## config.mk

```make
export PLATFORM = sky130hd
export DESIGN_NAME = aac_ctrl
export DESIGN_NICKNAME = d
export VERILOG_FILES = /design/src/aac_pkg.sv /design/src/aac_clock_div.sv /design/src/aac_ctrl.sv
export SDC_FILE = /design/constraint.sdc
export NUM_CORES = 1
export LEC_CHECK = 0
export ABC_AREA = 1
export BUFFER_PORTS_ARGS = -buffer_cell sky130_fd_sc_hd__buf_2
export CAP_MARGIN = 10
export CORE_ASPECT_RATIO = 0.7
export CORE_MARGIN = 1.5
export CORE_UTILIZATION = 49
export DETAILED_ROUTE_END_ITERATION = 10
export PLACE_DENSITY = 0.83
export SYNTH_ARGS = -nofsm -noshare
export SYNTH_HDL_FRONTEND = slang
export SYNTH_HIERARCHICAL = 1
export SYNTH_SLANG_ARGS = --single-unit
```

## constraint.sdc

```tcl
create_clock -name clk_sys -period 3.9 [get_ports clk_sys]
set_input_delay 0.195 -clock clk_sys [delete_from_list [all_inputs] [get_ports clk_sys]]
set_output_delay 0.195 -clock clk_sys [all_outputs]
set_load 0.005 [all_outputs]
```

## src/aac_pkg.sv

```systemverilog
package aac_pkg;
   localparam int NUM_SRC = 4;
   localparam int SRC_W = 2;
   localparam int CH_W = 5;
   localparam int RES_W = 12;
   localparam int STC_W = 8;
   localparam int ANALOG_CLOCK_RATIO_W = 5;
   localparam int ARBITER_SLOT_DIVIDER_W = 2;
   localparam logic [1:0] PRIO_LOWEST = 2'h0;
   localparam logic CSM_WAIT = 1'h0;
   localparam logic [4:0] ANALOG_CLOCK_RATIO_MIN = 5'h01;
   localparam logic [1:0] RND_4 = 2'h0;
   localparam logic [1:0] RND_8 = 2'h1;
   localparam logic [1:0] RND_16 = 2'h2;
   localparam logic [4:0] SLOTS_4 = 5'h03;
   localparam logic [4:0] SLOTS_8 = 5'h07;
   localparam logic [4:0] SLOTS_16 = 5'h0f;
   localparam logic [4:0] SLOTS_20 = 5'h13;
   localparam logic [7:0] TRIM_STEPS = 8'h3f;
   localparam logic [7:0] PREP_CYCLES = 8'h02;
   localparam logic [7:0] CONV_CYCLES = 8'h0c;
   localparam logic [7:0] MSB_CYCLES = 8'h01;
   localparam logic MSB_DOUBLE_RESET = 1'h0;

   typedef enum logic [4:0] {
      AAC_IDLE = 5'h01,
      AAC_TRIM = 5'h02,
      AAC_PREP = 5'h04,
      AAC_SAMPLE = 5'h08,
      AAC_CONV = 5'h10
   } aac_state_t;

   typedef struct packed {
      logic [ANALOG_CLOCK_RATIO_W-1:0] analogClockRatio;
      logic [ARBITER_SLOT_DIVIDER_W-1:0] arbiterSlotDivider;
      logic [1:0] roundLengthField;
      logic msbDoubleClock;
   } aac_global_t;

   typedef struct packed {
      logic pending;
      logic [1:0] sourcePriorityField;
      logic sourceStartModeBit;
      logic [CH_W-1:0] channel;
      logic classSel;
      logic useGlobalClass;
      logic brokenWireEnable;
   } aac_req_t;

   typedef struct packed {
      logic valid;
      logic [SRC_W-1:0] source;
      logic [CH_W-1:0] channel;
      logic [RES_W-1:0] data;
   } aac_result_t;
endpackage : aac_pkg

```

## src/aac_clock_div.sv

```systemverilog
`timescale 1ns/1ns
module aac_clock_div
   import aac_pkg::*;
(
   input wire logic clk_sys,
   input wire logic rst_n,
   input wire logic clkEn,
   input wire logic [ANALOG_CLOCK_RATIO_W-1:0] analogClockRatio,
   input wire logic [ARBITER_SLOT_DIVIDER_W-1:0] arbiterSlotDivider,
   input wire logic [1:0] roundLengthField,
   output logic analogTick,
   output logic slotTick,
   output logic roundTick
);
   typedef struct packed {
      logic [ANALOG_CLOCK_RATIO_W-1:0] aCnt;
      logic [ARBITER_SLOT_DIVIDER_W-1:0] dCnt;
      logic [4:0] sCnt;
      logic aTick;
      logic sTick;
      logic rTick;
   } aac_div_t;
   aac_div_t s_q, s_d;
   logic [4:0] lastSlot;

   always_comb begin
      unique case (roundLengthField)
         RND_4: lastSlot = SLOTS_4;
         RND_8: lastSlot = SLOTS_8;
         RND_16: lastSlot = SLOTS_16;
         default: lastSlot = SLOTS_20;
      endcase
      s_d = s_q;
      s_d.aTick = 1'b0;
      s_d.sTick = 1'b0;
      s_d.rTick = 1'b0;
      // ratio field n gives n+1, at least 2
      if ((s_q.aCnt >= analogClockRatio && s_q.aCnt >= ANALOG_CLOCK_RATIO_MIN) || s_q.aCnt >= 5'h1f) begin
         s_d.aCnt = '0;
         s_d.aTick = 1'b1;
      end else begin
         s_d.aCnt = s_q.aCnt + 5'h01;
      end
      if (s_q.dCnt >= arbiterSlotDivider) begin
         s_d.dCnt = '0;
         s_d.sTick = 1'b1;
         if (s_q.sCnt >= lastSlot) begin
            s_d.sCnt = '0;
            s_d.rTick = 1'b1;
         end else begin
            s_d.sCnt = s_q.sCnt + 5'h01;
         end
      end else begin
         s_d.dCnt = s_q.dCnt + 2'h1;
      end
   end

   always_ff @(posedge clk_sys) begin
      if (!rst_n) begin
         s_q <= '0;
      end else if (clkEn) begin
         s_q <= s_d;
      end
   end

   assign analogTick = s_q.aTick;
   assign slotTick = s_q.sTick;
   assign roundTick = s_q.rTick;
endmodule : aac_clock_div

```

## src/aac_ctrl.sv

```systemverilog
`timescale 1ns/1ns
module aac_ctrl
   import aac_pkg::*;
(
   input wire logic clk_sys,
   input wire logic rst_n,
   input wire logic clkEn,
   input wire logic startupTrimTrigger,
   input wire aac_global_t globalConfigRegister,
   input wire logic [1:0] roundLengthField,
   input wire aac_req_t [NUM_SRC-1:0] srcReq,
   input wire logic [1:0][STC_W-1:0] groupInputClass,
   input wire logic [1:0][STC_W-1:0] globalInputClass,
   input wire logic [RES_W-1:0] analogData,
   output logic trimInProgress,
   output logic [NUM_SRC-1:0] srcAck,
   output logic [CH_W-1:0] muxChannel,
   output logic precharge,
   output logic sampling,
   output logic msbDoubleClock,
   output aac_result_t result
);
   typedef struct packed {
      aac_state_t st;
      logic trimArm;
      logic trimBusy;
      logic [7:0] cnt;
      logic [SRC_W-1:0] curSrc;
      logic [1:0] curPrio;
      logic [CH_W-1:0] chan;
      logic [STC_W-1:0] stc;
      logic bwd;
      logic [NUM_SRC-1:0] ack;
      logic prep;
      logic samp;
      logic msbDbl;
      aac_result_t res;
   } aac_ctrl_t;
   aac_ctrl_t s_q, s_d;

   logic analogTick, slotTick;
   logic winValid;
   logic [SRC_W-1:0] winSrc;
   logic [1:0] winPrio;
   logic busy;
   logic [STC_W-1:0] winStc;

   aac_clock_div u_div (
      .clk_sys(clk_sys),
      .rst_n(rst_n),
      .clkEn(clkEn),
      .analogClockRatio(globalConfigRegister.analogClockRatio),
      .arbiterSlotDivider(globalConfigRegister.arbiterSlotDivider),
      .roundLengthField(roundLengthField),
      .analogTick(analogTick),
      .slotTick(slotTick),
      .roundTick()
   );

   // highest priority pending source, lowest index on ties
   always_comb begin
      winValid = 1'b0;
      winSrc = '0;
      winPrio = '0;
      for (int i = NUM_SRC - 1; i >= 0; i--) begin
         if (srcReq[i].pending && (!winValid || srcReq[i].sourcePriorityField >= winPrio)) begin
            winValid = 1'b1;
            winSrc = SRC_W'(i);
            winPrio = srcReq[i].sourcePriorityField;
         end
      end
      // class of the winner, never the running one
      if (srcReq[winSrc].useGlobalClass) begin
         winStc = globalInputClass[srcReq[winSrc].classSel];
      end else begin
         winStc = groupInputClass[srcReq[winSrc].classSel];
      end
   end

   assign busy = (s_q.st == AAC_PREP) || (s_q.st == AAC_SAMPLE) || (s_q.st == AAC_CONV);

   always_comb begin
      s_d = s_q;
      s_d.ack = '0;
      s_d.res.valid = 1'b0;
      s_d.msbDbl = MSB_DOUBLE_RESET;
      if (startupTrimTrigger && s_q.st != AAC_TRIM) begin
         s_d.trimArm = 1'b1;
      end
      unique case (s_q.st)
         AAC_IDLE: begin
            if (s_q.trimArm && analogTick) begin
               s_d.trimArm = 1'b0;
               s_d.trimBusy = 1'b1;
               s_d.cnt = TRIM_STEPS;
               s_d.st = AAC_TRIM;
            end else if (!s_q.trimArm && winValid && slotTick && s_q.ack == '0) begin
               // acked source still shows pending for one cycle
               s_d.curSrc = winSrc;
               s_d.curPrio = winPrio;
               s_d.chan = srcReq[winSrc].channel;
               s_d.stc = winStc;
               s_d.bwd = srcReq[winSrc].brokenWireEnable;
               s_d.cnt = srcReq[winSrc].brokenWireEnable ? PREP_CYCLES : winStc;
               s_d.st = srcReq[winSrc].brokenWireEnable ? AAC_PREP : AAC_SAMPLE;
            end
         end
         AAC_TRIM: begin
            if (analogTick) begin
               if (s_q.cnt == '0) begin
                  s_d.trimBusy = 1'b0;
                  s_d.st = AAC_IDLE;
               end else begin
                  s_d.cnt = s_q.cnt - 8'h01;
               end
            end
         end
         AAC_PREP: begin
            if (analogTick) begin
               if (s_q.cnt == '0) begin
                  s_d.cnt = s_q.stc;
                  s_d.st = AAC_SAMPLE;
               end else begin
                  s_d.cnt = s_q.cnt - 8'h01;
               end
            end
         end
         AAC_SAMPLE: begin
            if (analogTick) begin
               if (s_q.cnt == '0) begin
                  s_d.cnt = CONV_CYCLES + MSB_CYCLES;
                  s_d.st = AAC_CONV;
               end else begin
                  s_d.cnt = s_q.cnt - 8'h01;
               end
            end
         end
         AAC_CONV: begin
            if (analogTick) begin
               if (s_q.cnt == '0) begin
                  // only a finished conversion answers its source
                  s_d.res.valid = 1'b1;
                  s_d.res.source = s_q.curSrc;
                  s_d.res.channel = s_q.chan;
                  s_d.res.data = analogData;
                  s_d.ack[s_q.curSrc] = 1'b1;
                  s_d.st = AAC_IDLE;
               end else begin
                  s_d.cnt = s_q.cnt - 8'h01;
               end
            end
         end
         default: s_d.st = AAC_IDLE;
      endcase
      // cancel-inject: victim stays pending, so it reruns later
      if (busy && winValid && slotTick && winSrc != s_q.curSrc
          && winPrio > s_q.curPrio
          && winPrio != PRIO_LOWEST
          && srcReq[winSrc].sourceStartModeBit != CSM_WAIT) begin
         s_d.res.valid = 1'b0;
         s_d.ack = '0;
         s_d.curSrc = winSrc;
         s_d.curPrio = winPrio;
         s_d.chan = srcReq[winSrc].channel;
         s_d.stc = winStc;
         s_d.bwd = srcReq[winSrc].brokenWireEnable;
         s_d.cnt = srcReq[winSrc].brokenWireEnable ? PREP_CYCLES : winStc;
         s_d.st = srcReq[winSrc].brokenWireEnable ? AAC_PREP : AAC_SAMPLE;
      end
      s_d.prep = (s_d.st == AAC_PREP);
      s_d.samp = (s_d.st == AAC_SAMPLE);
   end

   always_ff @(posedge clk_sys) begin
      if (!rst_n) begin
         s_q <= '0;
         s_q.st <= AAC_IDLE;
      end else if (clkEn) begin
         s_q <= s_d;
      end
   end

   assign trimInProgress = s_q.trimBusy;
   assign srcAck = s_q.ack;
   assign muxChannel = s_q.chan;
   assign precharge = s_q.prep;
   assign sampling = s_q.samp;
   assign msbDoubleClock = s_q.msbDbl;
   assign result = s_q.res;
endmodule : aac_ctrl

```

Word-level counts from Yosys, hierarchy flattened
Index checks and enable logic that the tools add are counted.
{ "classes": {"n_lt_le_gt_ge": 13, "n_addsub": 4, "reduce_logical": 40, "n_eq_ne": 20, "muxes": 65} }
{ "ops": {"columns": ["operator", "n"], "rows": [
  ["two-way mux 8 bit", 13],
  ["two-way mux 20 bit", 3],
  ["two-way mux 5 bit", 11],
  ["one-hot mux 8 bit (5 select lines)", 1],
  ["two-way mux 18 bit", 2],
  ["two-way mux 30 bit", 1],
  ["two-way mux 26 bit", 1],
  ["binary-select mux 12 bit (select 2 bit)", 1],
  ["two-way mux 2 bit", 11],
  ["one-hot mux 5 bit (4 select lines)", 1],
  ["two-way mux 9 bit", 2],
  ["logical AND 1 bit", 16],
  ["two-way mux 4 bit", 4],
  ["one-hot mux 5 bit (3 select lines)", 1],
  ["two-way mux 1 bit", 11],
  ["adder 5 x 1 -> 5 bit (second input constant)", 2],
  ["equality test 5 x 3 -> 1 bit (second input constant)", 2],
  ["equality test 5 x 4 -> 1 bit (second input constant)", 2],
  [">= comparator 5 bit", 2],
  ["!= test 3 x 1 -> 1 bit (second input constant)", 3],
  [">= comparator 2 bit", 4],
  ["logical NOT 8 bit", 1],
  ["AND reduction 4 bit", 2],
  ["nonzero test 2 bit", 4],
  ["other kinds (30)", 41]
]} }
{ "word_totals": {"reg_bits": 72, "input_bits": 108, "output_inout_bits": 33, "elab_cells": 162} }

Logic depth before layout (Yosys ltp)
Gate-level depths: netlist of run 1.
{ "depth": {"ltp_word": 23, "ltp_mapped": 40, "ltp_nobuf": 39} }

Hierarchy
Netlist of run 1, hierarchy kept.
{ "by_module_without_submodules": {"columns": ["module", "seq_area_each_um2", "area_each_um2", "instances", "cells_per_inst"], "rows": [
  ["aac_ctrl", 1161.1, 4195.3, 1, 656],
  ["aac_clock_div", 300.3, 1016.0, 1, 133]
]} }

Worst setup path after synthesis of run 1
OpenSTA, ideal clock, no wires.
{ "synth_path": {"kind": "input to register", "from": "in srcReq[45] (netlist bit)", "to": "reg s_q[52] (netlist bit)", "arrival_ns": 4.111, "path_buffers": 1, "setup_time_ns": 0.116, "t_required_ns": 3.784, "path_slack_ns": -0.327, "path_stages": 37, "cell_sequence": "nand2_1 > inv_1 > ha_1 > inv_1 > nand2_1 > nand2_1 > nand2_1 > nand2_2 > o21a_1 > ha_1 > o21ai_0 > nand2_1 > nand2_4 > nand2_1 > nand2_1 > ha_1 > o21ai_0 > nand3_2 > nand2_4 > buf_6 > nand2_1 > nand2_1 > inv_1 > ha_1 > inv_1 > nor2_1 > nor2_1 > nor4_2 > nand2_1 > nor2_4 > nand2_4 > nand2_1 > nand2_2 > inv_2 > nand2_1 > nor2_1 > nor2_1"} }
{ "synth_via": {"elab_chain_len": 23, "elab_cells_between_ends": 52, "cone_classes": "order compare (4); eq/ne (6); mux (22); reduce/logical (20)"} }
{ "synth_lines": {"columns": ["item", "line", "text"], "rows": [
  ["start, declared", "aac_ctrl.sv:11", "input wire aac_req_t [NUM_SRC-1:0] srcReq,"],
  ["two-way mux 2 bit (*)", "aac_ctrl.sv:66", "if (srcReq[i].pending && (!winValid || srcReq[i].sourcePriorityField >= winPrio)) begin"],
  [">= comparator 2 bit", "aac_ctrl.sv:66", null],
  ["logical OR 1 bit", "aac_ctrl.sv:66", null],
  ["logical AND 1 bit", "aac_ctrl.sv:66", null],
  ["two-way mux 2 bit / two-way mux 1 bit (equally long branches)", "aac_ctrl.sv:66", null],
  [">= comparator 2 bit / logical NOT 1 bit (equally long branches)", "aac_ctrl.sv:66", null],
  ["logical OR 1 bit", "aac_ctrl.sv:66", null],
  ["logical AND 1 bit", "aac_ctrl.sv:66", null],
  ["[6 not listed]", null, null],
  ["two-way mux 9 bit (implied by the code)", "aac_ctrl.sv:104, aac_ctrl.sv:167", null],
  ["two-way mux 8 bit, on equally long branches (2 in series)", "aac_ctrl.sv:76, aac_ctrl.sv:74", null],
  ["two-way mux 8 bit", "aac_ctrl.sv:73", "if (srcReq[winSrc].useGlobalClass) begin"],
  ["two-way mux 8 bit", "aac_ctrl.sv:104, aac_ctrl.sv:167", null],
  ["two-way mux 26 bit", "aac_ctrl.sv:97", "end else if (!s_q.trimArm && winValid && slotTick && s_q.ack == '0) begin"],
  ["two-way mux 8 bit", "aac_ctrl.sv:92", "if (s_q.trimArm && analogTick) begin"],
  ["one-hot mux 8 bit (5 select lines)", "aac_ctrl.sv:90", "unique case (s_q.st)"],
  ["two-way mux 30 bit", "aac_ctrl.sv:156", "if (busy && winValid && slotTick && winSrc != s_q.curSrc"],
  ["end, declared", "aac_ctrl.sv:39", "aac_ctrl_t s_q, s_d;"]
]} }
Every way passes the cells marked *; elsewhere a longest branch is shown, timed or not. The select of a mux whose other input is x is not followed.
A chain may end at the register's enable or synchronous reset.

Worst setup path in the final report of run 1
{ "layout_path": {"from": "in srcReq[47] (netlist bit)", "to": "reg s_q[28] (netlist bit)"} }
{ "layout_via": {"elab_chain_len": 22, "elab_cells_between_ends": 51, "cone_classes": "order compare (4); eq/ne (2); mux (23); reduce/logical (22)"} }
{ "layout_lines": {"columns": ["item", "line"], "rows": [
  ["two-way mux 2 bit / two-way mux 1 bit (equally long branches)", "aac_ctrl.sv:66"],
  [">= comparator 2 bit / logical NOT 1 bit (equally long branches)", "aac_ctrl.sv:66"],
  ["logical OR 1 bit", "aac_ctrl.sv:66"],
  ["logical AND 1 bit", "aac_ctrl.sv:66"],
  ["two-way mux 2 bit / two-way mux 1 bit (equally long branches)", "aac_ctrl.sv:66"],
  [">= comparator 2 bit / logical NOT 1 bit (equally long branches)", "aac_ctrl.sv:66"],
  ["logical OR 1 bit", "aac_ctrl.sv:66"],
  ["logical AND 1 bit", "aac_ctrl.sv:66"],
  ["[5 not listed]", null],
  ["binary-select mux 12 bit (select 2 bit)", null],
  ["two-way mux 9 bit", null],
  ["two-way mux 8 bit, on equally long branches (2 in series)", "aac_ctrl.sv:76, aac_ctrl.sv:74"],
  ["two-way mux 8 bit", "aac_ctrl.sv:73"],
  ["two-way mux 26 bit", "aac_ctrl.sv:97"],
  ["two-way mux 18 bit", "aac_ctrl.sv:92"],
  ["two-way mux 18 bit", "aac_ctrl.sv:90"],
  ["two-way mux 30 bit", "aac_ctrl.sv:156"]
]} }
Parallel ways exist; a longest one is shown, timed or not. The select of a mux whose other input is x is not followed.

==> results of run 1 <==
==> routing by layer <==
metal	vias to the layer above	GRT usage, %	wire, um
met1	2477	35.3	6300
met3	58	7.58	1270
met5	-	0	0
li1	2652	-	-
met2	279	43.5	6760
met4	0	12.4	579
==> report_power, final <==
group	internal [mW]	leakage, nW	switching (mW)
sequential	0.713	0.544	0.0246
combinational	0.310	2.58	0.500
clock	0.572	0.163	0.343
total	1.60	3.29	0.868
==> worst reg2reg max path: stages (launching register included) <==
cell	delay (ps)
dfxtp_1	330
nor2_1	220
nand4_1	210
nand2_1	200
nor2_1	70
nand2_1	130
inv_1	170
a22oi_1	300
o21ai_1	230
nand2_8	140
nand2_8	90
clkinv_8	110
nand3_2	70
nand2_1	100
inv_1	40
==> layout make-up <==
type	instances	area [sq um]
Tap cell	128	160
Clock buffer	9	225
Timing Repair Buffer	176	1030
Sequential cell	67	1340
Fill cell	809	3250
Multi-Input combinational cell	515	3030
Timing Repair inverter	1	11.3
Inverter	111	452
Clock inverter	7	106
==> through the flow <==
stage	setup TNS [ps]	cell area (sq um)	std cells	power [mW]
finish	-3140	6360	1014	2.46
global route	-11580	6360	1014	2.58
CTS	-2030	6150	1008	2.39
detailed placement	-17640	5570	980	1.42
global placement	-12510	5570	980	1.41
floorplan	-4030	4870	741	1.22
==> flip-flops by register name, indices dropped and copies added, names as in the netlist <==
register          cells
precharge             1
u_div/slotTick        1
u_div/analogTick      1
s_q                  26
muxChannel            5
srcAck                4
trimInProgress        1
sampling              1
u_div/s_q             7
result               20
==> worst max-delay path by stage <==
stage	startpoint	endpoint	slack (ps)	cells after the start
after floorplan	srcReq[45]	s_q[32]	-210	36
after global placement	srcReq[47]	s_q[33]	-420	35
after detailed placement	srcReq[47]	s_q[31]	-570	35
after CTS	srcReq[47]	s_q[34]	-110	35
after global routing	srcReq[47]	s_q[42]	-400	34
final	srcReq[47]	s_q[28]	-160	35
==> what timing repair did <==
item,CTS,global route
gates resized for setup,48,36
pin swaps,38,38
setup endpoints to repair,33,36
hold endpoints to repair,0,0
setup buffers,9,5
cloned,3,1
==> run summary, run 1 <==
status = finished with violations
violated checks = setup timing
max incr delay on CP = 290 ps
Worst-Skew Late Latency = 340 ps
Clock Path Buffers = 2
DRT Wirelength = 14900 um
clk slew on worst S/H paths = 60 ps
drt pass-1 iters = 5
clock root buffer = clkbuf_16
Critical-path top delay cell = ha_1
Post-Syn Nets = 869
RSZ-0062 raised after global routing = yes
reg-to-reg startpoint = s_q[57]
Chip Width = 121 um
via count = 5466
crit path max fanout = 8
most common cell after layout, fill and taps aside = nand2_1
grt total ovfl = 0
min Tclk post-route = 4060 ps
layout cells sized above 1 = 32.5%
CTS H-tree depth = 3
Placement Setup Slack = -573 ps
WHS Path Cells = 3
period utilization = 104%
Final ANT Viol Nets = 0
core area = 9610 sq um
die area = 10400 sq um
clock sink count = 67
HP Class = in -> reg
PortBufs = 134
setup violators final = 31
fmax = 0.246 GHz
Crit path buffers/inverters = 6
Crit. End Element = flop
TritonCTS Buffers = 9
R2R Path End = s_q[51]
Leak Pwr = 3.29 nW
area delta synth->final = 32.1%
largest net degree at the start of global routing = 48
TritonCTS clock tree = done
GRT Util Overall = 27.6%
commonest non-fill, non-tap cells in the layout = nand2_1, buf_2, inv_1
synthesized netlist cell count = 741
CP most frequent cell = nand2_4
FF-to-FF setup slack = 1400 ps
Die H = 85.9 um
vias per cell = 5.39
Worst Path Required = 4170 ps
Power Density = 387 nW/um^2
max_cap viols = 0
crit path DAT = 4330 ps
first-pass GRT wire length = 23100 um
path type of the worst setup path = in -> reg
worst r2r path cells = 14
initial antenna violation count = 0
final worst slack = -159 ps
worst vdd ir = 0.000288 V
Final Skew = 9.86 ps
Slew HR = 41.4%
hold violation count in the final report = 0
Syn Area/Cell = 6.50 sq um
GPL Wtd Cong = 0.927
Diodes inserted = 0
vias in the first global route = 5039
Nets = 1009
CP Launch Type = primary input
Tightest Pin Transition = 857 ps
CTS hold repair buffers = 0
hold slack = 77.4 ps
initial core utilization = 50.1%
Min-Delay Endpoint = result[10]
YS warnings = 6
DRT iter0 DRCs = 457
DR DRC count = 0
Final HPWL DP = 9770 um
mapped cell area = 4810 sq um
hold path startpoint = analogData[10]
WL per Instance = 14.7 um
Final Max Tran Viols = 0
fin util = 66.2%
row cnt = 30
Largest delay share family, worst path = simple AND/OR/NAND/NOR gates
I/O pin cnt = 141
No activity file was read; power rests on OpenSTA's default activity.
==> run 2, diff against run 1 <==
Settings changed: REMOVE_ABC_BUFFERS from default to 1.
==> run 2 against run 1 <==
- the flow still finishes with violations (setup timing)
- total power down 3.6%
- clock power down 9.9%
- die area unchanged
- hold slack better by 11 ps
- sequential cell count unchanged
- cell count up 1.1%
- core utilization down 0.25 points
- critical path depth unchanged
- combinational power up 0.5%
- first-iteration DRC count up 5.5%
- cell area down 0.37%
- register-to-register slack worse by 40 ps
- critical endpoint is now s_q[42]
==> run summary, run 2 (synthesized netlist as in run 1, its figures left out) <==
status = finished with violations
violated checks = setup timing
Final HPWL DP = 9530 um (-2.5%)
TritonCTS Buffers = 9 (unchanged)
via count = 5504 (+0.70%)
Final Max Tran Viols = 0 (unchanged)
final worst slack = -341 ps (-182 ps)
vias per cell = 5.37 (-0.39%)
largest net degree at the start of global routing = 49 (+2.1%)
layout cells sized above 1 = 32.3% (-0.18 points)
PortBufs = 134 (unchanged)
Chip Width = 121 um (unchanged)
WL per Instance = 14.7 um (+0.25%)
total power = 2.38 mW (-3.6%)
FF/Latch Area = 1340 sq um (unchanged)
drt pass-1 iters = 7 (+2)
path type of the worst setup path = in -> reg
worst r2r path cells = 12 (-2)
length of routed met3 wiring = 1260 um (-1.0%)
DRT iter0 DRCs = 482 (+5.5%)
core area = 9610 sq um (unchanged)
initial antenna violation count = 0 (unchanged)
vias in the first global route = 4880 (-3.2%)
max incr delay on CP = 300 ps (about the same)
hold violation count in the final report = 0 (unchanged)
footprint of the multi-input gates = 2940 sq um (-3.0%)
Final ANT Viol Nets = 0 (unchanged)
die area = 10400 sq um (unchanged)
DRT Wirelength = 15100 um (+1.3%)
Clock Path Buffers = 2 (unchanged)
HP Class = in -> reg
worst vdd ir = 0.000274 V (-5.0%)
initial core utilization = 50.1% (unchanged)
final instance area = 6330 sq um (-0.37%)
CP Launch Type = primary input
Slew HR = 40.9% (-0.43 points)
DP Area = 5530 sq um (-0.65%)
total negative slack = -8540 ps (-5410 ps)
Net Sw Frac = 35.3% (about the same)
CTS H-tree depth = 3 (unchanged)
Diodes inserted = 0 (unchanged)
FF-to-FF setup slack = 1360 ps (-40 ps)
combinational fraction of design power = 34.3% (+1.4 points)
Final Skew = 7.37 ps (-2.49 ps)
fillers = 831 (+2.7%)
clock power share = 34.7% (-2.4 points)
Tightest Pin Transition = 863 ps (+6.35 ps)
most common cell after layout, fill and taps aside = nand2_1
clock sink count = 67 (unchanged)
row cnt = 30 (unchanged)
max_cap viols = 0 (unchanged)
DR DRC count = 0 (unchanged)
GRT Util Overall = 27.0% (-0.55 points)
placed insts = 980 (unchanged)
WHS Path Cells = 3 (unchanged)
RSZ-0062 raised after global routing = yes
met2 WL = 6650 um (-1.6%)
grt total ovfl = 0 (unchanged)
Metal-1 WL = 6620 um (+5.1%)
R2R Path End = s_q[42]
Final Instance Count excl. Fillers = 1025 (+1.1%)
I/O pin cnt = 141 (unchanged)
Power Density = 375 nW/um^2 (-3.2%)
Min-Delay Endpoint = result[4]
clk slew on worst S/H paths = 60 ps (about the same)
Worst-Skew Late Latency = 330 ps (about the same)
min Tclk post-route = 4240 ps (+182 ps)
Top Layer Used = met4
GPL Wtd Cong = 0.942 (+1.6%)
Die H = 85.9 um (unchanged)
Leak Pwr = 3.32 nW (+0.85%)
commonest non-fill, non-tap cells in the layout = nand2_1, buf_2, inv_1
setup violators final = 36 (+16%)
crit path DAT = 4450 ps (+120 ps)
Nets = 1020 (+1.1%)
period utilization = 109% (+4.7 points)
fmax = 0.236 GHz (-4.3%)
CP most frequent cell = nand2_4
reg-to-reg startpoint = s_q[56]
max reg flops = 26 (unchanged)
Crit. End Element = flop
TritonCTS clock tree = done
clock root buffer = clkbuf_16
area delta synth->final = 31.6%
Worst Path Required = 4110 ps (-60 ps)
internal power = 1.54 mW (-3.6%)
register name with the most flops = s_q
crit path max fanout = 5 (-3)
Reg power frac = 31.0% (+1.1 points)
Critical-path top delay cell = o21ai_0
NetSw = 0.837 mW (-3.5%)
hold path startpoint = analogData[4]
first-pass GRT wire length = 22500 um (-2.3%)
run 2: how the worst max path moves through the flow:
stage	start	endpoint	slack (ps)
2_1_floorplan	srcReq[45]	s_q[52]	-400
3_3_place_gp	srcReq[47]	s_q[32]	-560
3_5_place_dp	srcReq[47]	s_q[28]	-760
4_1_cts	srcReq[47]	s_q[35]	-110
5_1_grt	srcReq[45]	s_q[35]	-490
6_report	srcReq[45]	s_q[42]	-340
run 2: cell type report:
cell class,count,area share [%]
well taps,128,2.53
repair inverters,1,0.0988
clock inverters,6,1.15
flip-flops and latches,67,21.2
clock buffers,10,3.61
repair buffers,188,18.1
multi-input cells,514,46.5
inverters,111,6.89
run 2: routing by layer:
layer  up-vias  GRT usage, %
met5         -             0
met4         0          8.34
met3        68          7.38
met2       301          44.0
met1      2457          35.0
li1       2678             -
run 2: worst max-delay path, delay by kind of cell:
kind                     cells  cell delay [ps]
AND/OR/NAND/NOR             21             2190
adder cells (fa/ha/maj)      4             1080
AO/OA/AOI/OAI                5              690
buffers and inverters        5              260
run 2: through the flow:
step                setup WS [ps]  utilization, %  hold slack, ps
finish                       -341            65.9            88.8
global route                 -485            65.9            88.5
CTS                          -113            64.2            82.1
detailed placement           -756            57.6             438
global placement             -559            57.6             430
floorplan                    -396               -             288
run 2: timing repair:
item,in CTS,in global routing
hold buffers,0,0
endpoints found under the setup margin,36,36
buffers inserted,19,7
resized for setup,48,29
pin swaps,26,25
gates cloned,2,1
run 2: power groups by stage:
stage / combinational [mW] / clock (mW) / sequential [mW]
2_1_floorplan: 0.437 / 0 / 0.744
3_3_place_gp: 0.656 / 0 / 0.750
3_5_place_dp: 0.668 / 0 / 0.750
4_1_cts: 0.738 / 0.835 / 0.736
5_1_grt: 0.891 / 0.867 / 0.739
6_report: 0.815 / 0.824 / 0.737
==> run 3, diff against run 2 <==
==> constraint.sdc (replaced) <==
create_clock -name clk_sys -period 3.9 [get_ports clk_sys]
set_input_delay 0.975 -clock clk_sys [delete_from_list [all_inputs] [get_ports clk_sys]]
set_output_delay 0.975 -clock clk_sys [all_outputs]
set_load 0.005 [all_outputs]
==> run 3 against run 2 <==
- the run still ends with setup timing left
- clock power shrank 7.6%
- routed wire length grew 7.5%
- cell count grew 0.20%
- sequential cell count is the same
- critical endpoint unchanged
- largest power group is now combinational cells
==> run summary, run 3 (synthesized netlist as in run 1, its figures left out) <==
Final Instance Count excl. Fillers = 1027 (+0.20%)
hold violation count in the final report = 0 (unchanged)
CP Launch Type = primary input
setup violators final = 36 (unchanged)
placed insts = 988 (+0.82%)
Crit path buffers/inverters = 7 (+2)
status = finished with violations
Nets = 1022 (+0.20%)
Diodes inserted = 0 (unchanged)
reg-to-reg startpoint = s_q[57]
DR DRC count = 0 (unchanged)
HP Class = reg -> reg
Final ANT Viol Nets = 0 (unchanged)
crit path max fanout = 6 (+1)
worst r2r path cells = 14 (+2)
DP Area = 5600 sq um (+1.3%)
DRT iter0 DRCs = 618 (+28%)
Clock Path Buffers = 2 (unchanged)
GPL Wtd Cong = 0.936 (-0.55%)
clock root buffer = clkbuf_16
Final HPWL DP = 9660 um (+1.4%)
initial core utilization = 50.1% (unchanged)
Slew HR = 48.7% (+7.8 points)
Chip Width = 121 um (unchanged)
FF-to-FF setup slack = 1390 ps (+30 ps)
row cnt = 30 (unchanged)
Leak Pwr = 3.37 nW (+1.6%)
RSZ-0062 raised after global routing = yes
WL per Instance = 15.8 um (+7.3%)
final instance area = 6550 sq um (+3.4%)
Crit. End Element = flop
vias per cell = 5.49 (+2.3%)
Tightest Pin Transition = 750 ps (-114 ps)
layout cells sized above 1 = 34.8% (+2.5 points)
max incr delay on CP = 310 ps (about the same)
Min-Delay Endpoint = result[17]
register name with the most flops = s_q
commonest non-fill, non-tap cells in the layout = nand2_1, buf_2, inv_1
path type of the worst setup path = in -> reg
CTS H-tree depth = 3 (unchanged)
CP most frequent cell = nand2_4
vias in the first global route = 5024 (+3.0%)
WHS Path Cells = 2 (-1)
first-pass GRT wire length = 23300 um (+3.3%)
crit path DAT = 5360 ps (+910 ps)
die area = 10400 sq um (unchanged)
fmax = 0.195 GHz (-17%)
Worst Path Required = 4120 ps (about the same)
Power Density = 363 nW/um^2 (-3.1%)
I/O pin cnt = 141 (unchanged)
TritonCTS clock tree = done
Final Max Tran Viols = 0 (unchanged)
area delta synth->final = 36.1%
clock sink count = 67 (unchanged)
Worst-Skew Late Latency = 340 ps (about the same)
worst vdd ir = 0.000259 V (-5.5%)
fillers = 782 (-5.9%)
via count = 5639 (+2.5%)
final worst slack = -1240 ps (-897 ps)
GRT Util Overall = 28.0% (+1.0 points)
TritonCTS Buffers = 9 (unchanged)
PortBufs = 134 (unchanged)
min Tclk post-route = 5140 ps (+897 ps)
max reg flops = 26 (unchanged)
max_cap viols = 0 (unchanged)
hold path startpoint = result[17]
clk slew on worst S/H paths = 60 ps (about the same)
Final Skew = 9.02 ps (+1.65 ps)
most common cell after layout, fill and taps aside = nand2_1
drt pass-1 iters = 9 (+2)
Largest delay share family, worst path = simple AND/OR/NAND/NOR gates
period utilization = 132% (+23 points)
violated checks = setup timing
DRT Wirelength = 16200 um (+7.5%)
Critical-path top delay cell = ha_4
grt total ovfl = 0 (unchanged)
largest net degree at the start of global routing = 28 (-43%)
Die H = 85.9 um (unchanged)
CTS hold repair buffers = 0 (unchanged)
core area = 9610 sq um (unchanged)
R2R Path End = s_q[52]
initial antenna violation count = 0 (unchanged)
## run 3: power breakdown
part	total [mW]	internal [mW]	switching, mW
Clock	0.761	0.433	0.328
Combinational	0.881	0.347	0.534
Sequential	0.738	0.713	0.0250
Total	2.38	1.49	0.887
## run 3: worst max-delay path by stage
stage / startpoint / to / slack, ps / cells after the start
after floorplan: srcReq[45] / s_q[52] / -1180 / 35
after global placement: srcReq[47] / s_q[32] / -1310 / 35
after detailed placement: srcReq[47] / s_q[30] / -1530 / 36
after CTS: srcReq[47] / s_q[30] / -860 / 34
after global routing: srcReq[33] / s_q[42] / -1400 / 34
final: srcReq[33] / s_q[42] / -1240 / 36
## run 3: final cells by class
type | count | area (sq um) | share of cell area, %
clock buffer | 9 | 225 | 3.44
clock inverter | 7 | 52.6 | 0.802
tap | 128 | 160 | 2.45
timing repair inverter | 1 | 16.3 | 0.248
multi-input combinational | 515 | 3110 | 47.5
sequential | 67 | 1340 | 20.5
inverter | 111 | 454 | 6.94
timing repair buffer | 189 | 1190 | 18.1
## run 3: metal layers
metal / share of wire (%) / wire (um) / up-vias / GRT usage, %
li1: - / - / 2680 / -
met1: 41 / 6670 / 2530 / 37.5
met2: 44 / 7190 / 368 / 43.8
met3: 10 / 1680 / 61 / 7.85
met4: 4.3 / 696 / 0 / 9.09
met5: 0 / 0 / - / 0
## run 3: stage by stage
stage	total power [mW]	TNS (ps)	util, %	hold WS (ps)	setup WS (ps)
global placement	1.43	-44660	58.3	457	-1310
global route	2.49	-46810	68.2	493	-1400
detailed placement	1.44	-51010	58.3	458	-1530
finish	2.38	-40310	68.2	472	-1240
floorplan	1.18	-37230	-	445	-1180
CTS	2.24	-29160	64.4	469	-860
## run 3: worst register-to-register path: cells and delay by family, from the launching register on
family                 cells  cell delay [ps]
buffers and inverters      2              270
flip-flops                 1              320
AO/OA/AOI/OAI              2              420
AND/OR/NAND/NOR           10             1370
## run 3: what timing repair did
action,4_1_cts,5_1_grt
setup endpoints to repair,36,36
pin swaps,35,48
gates resized for setup,48,78
buffers inserted,13,5
cloned,5,0
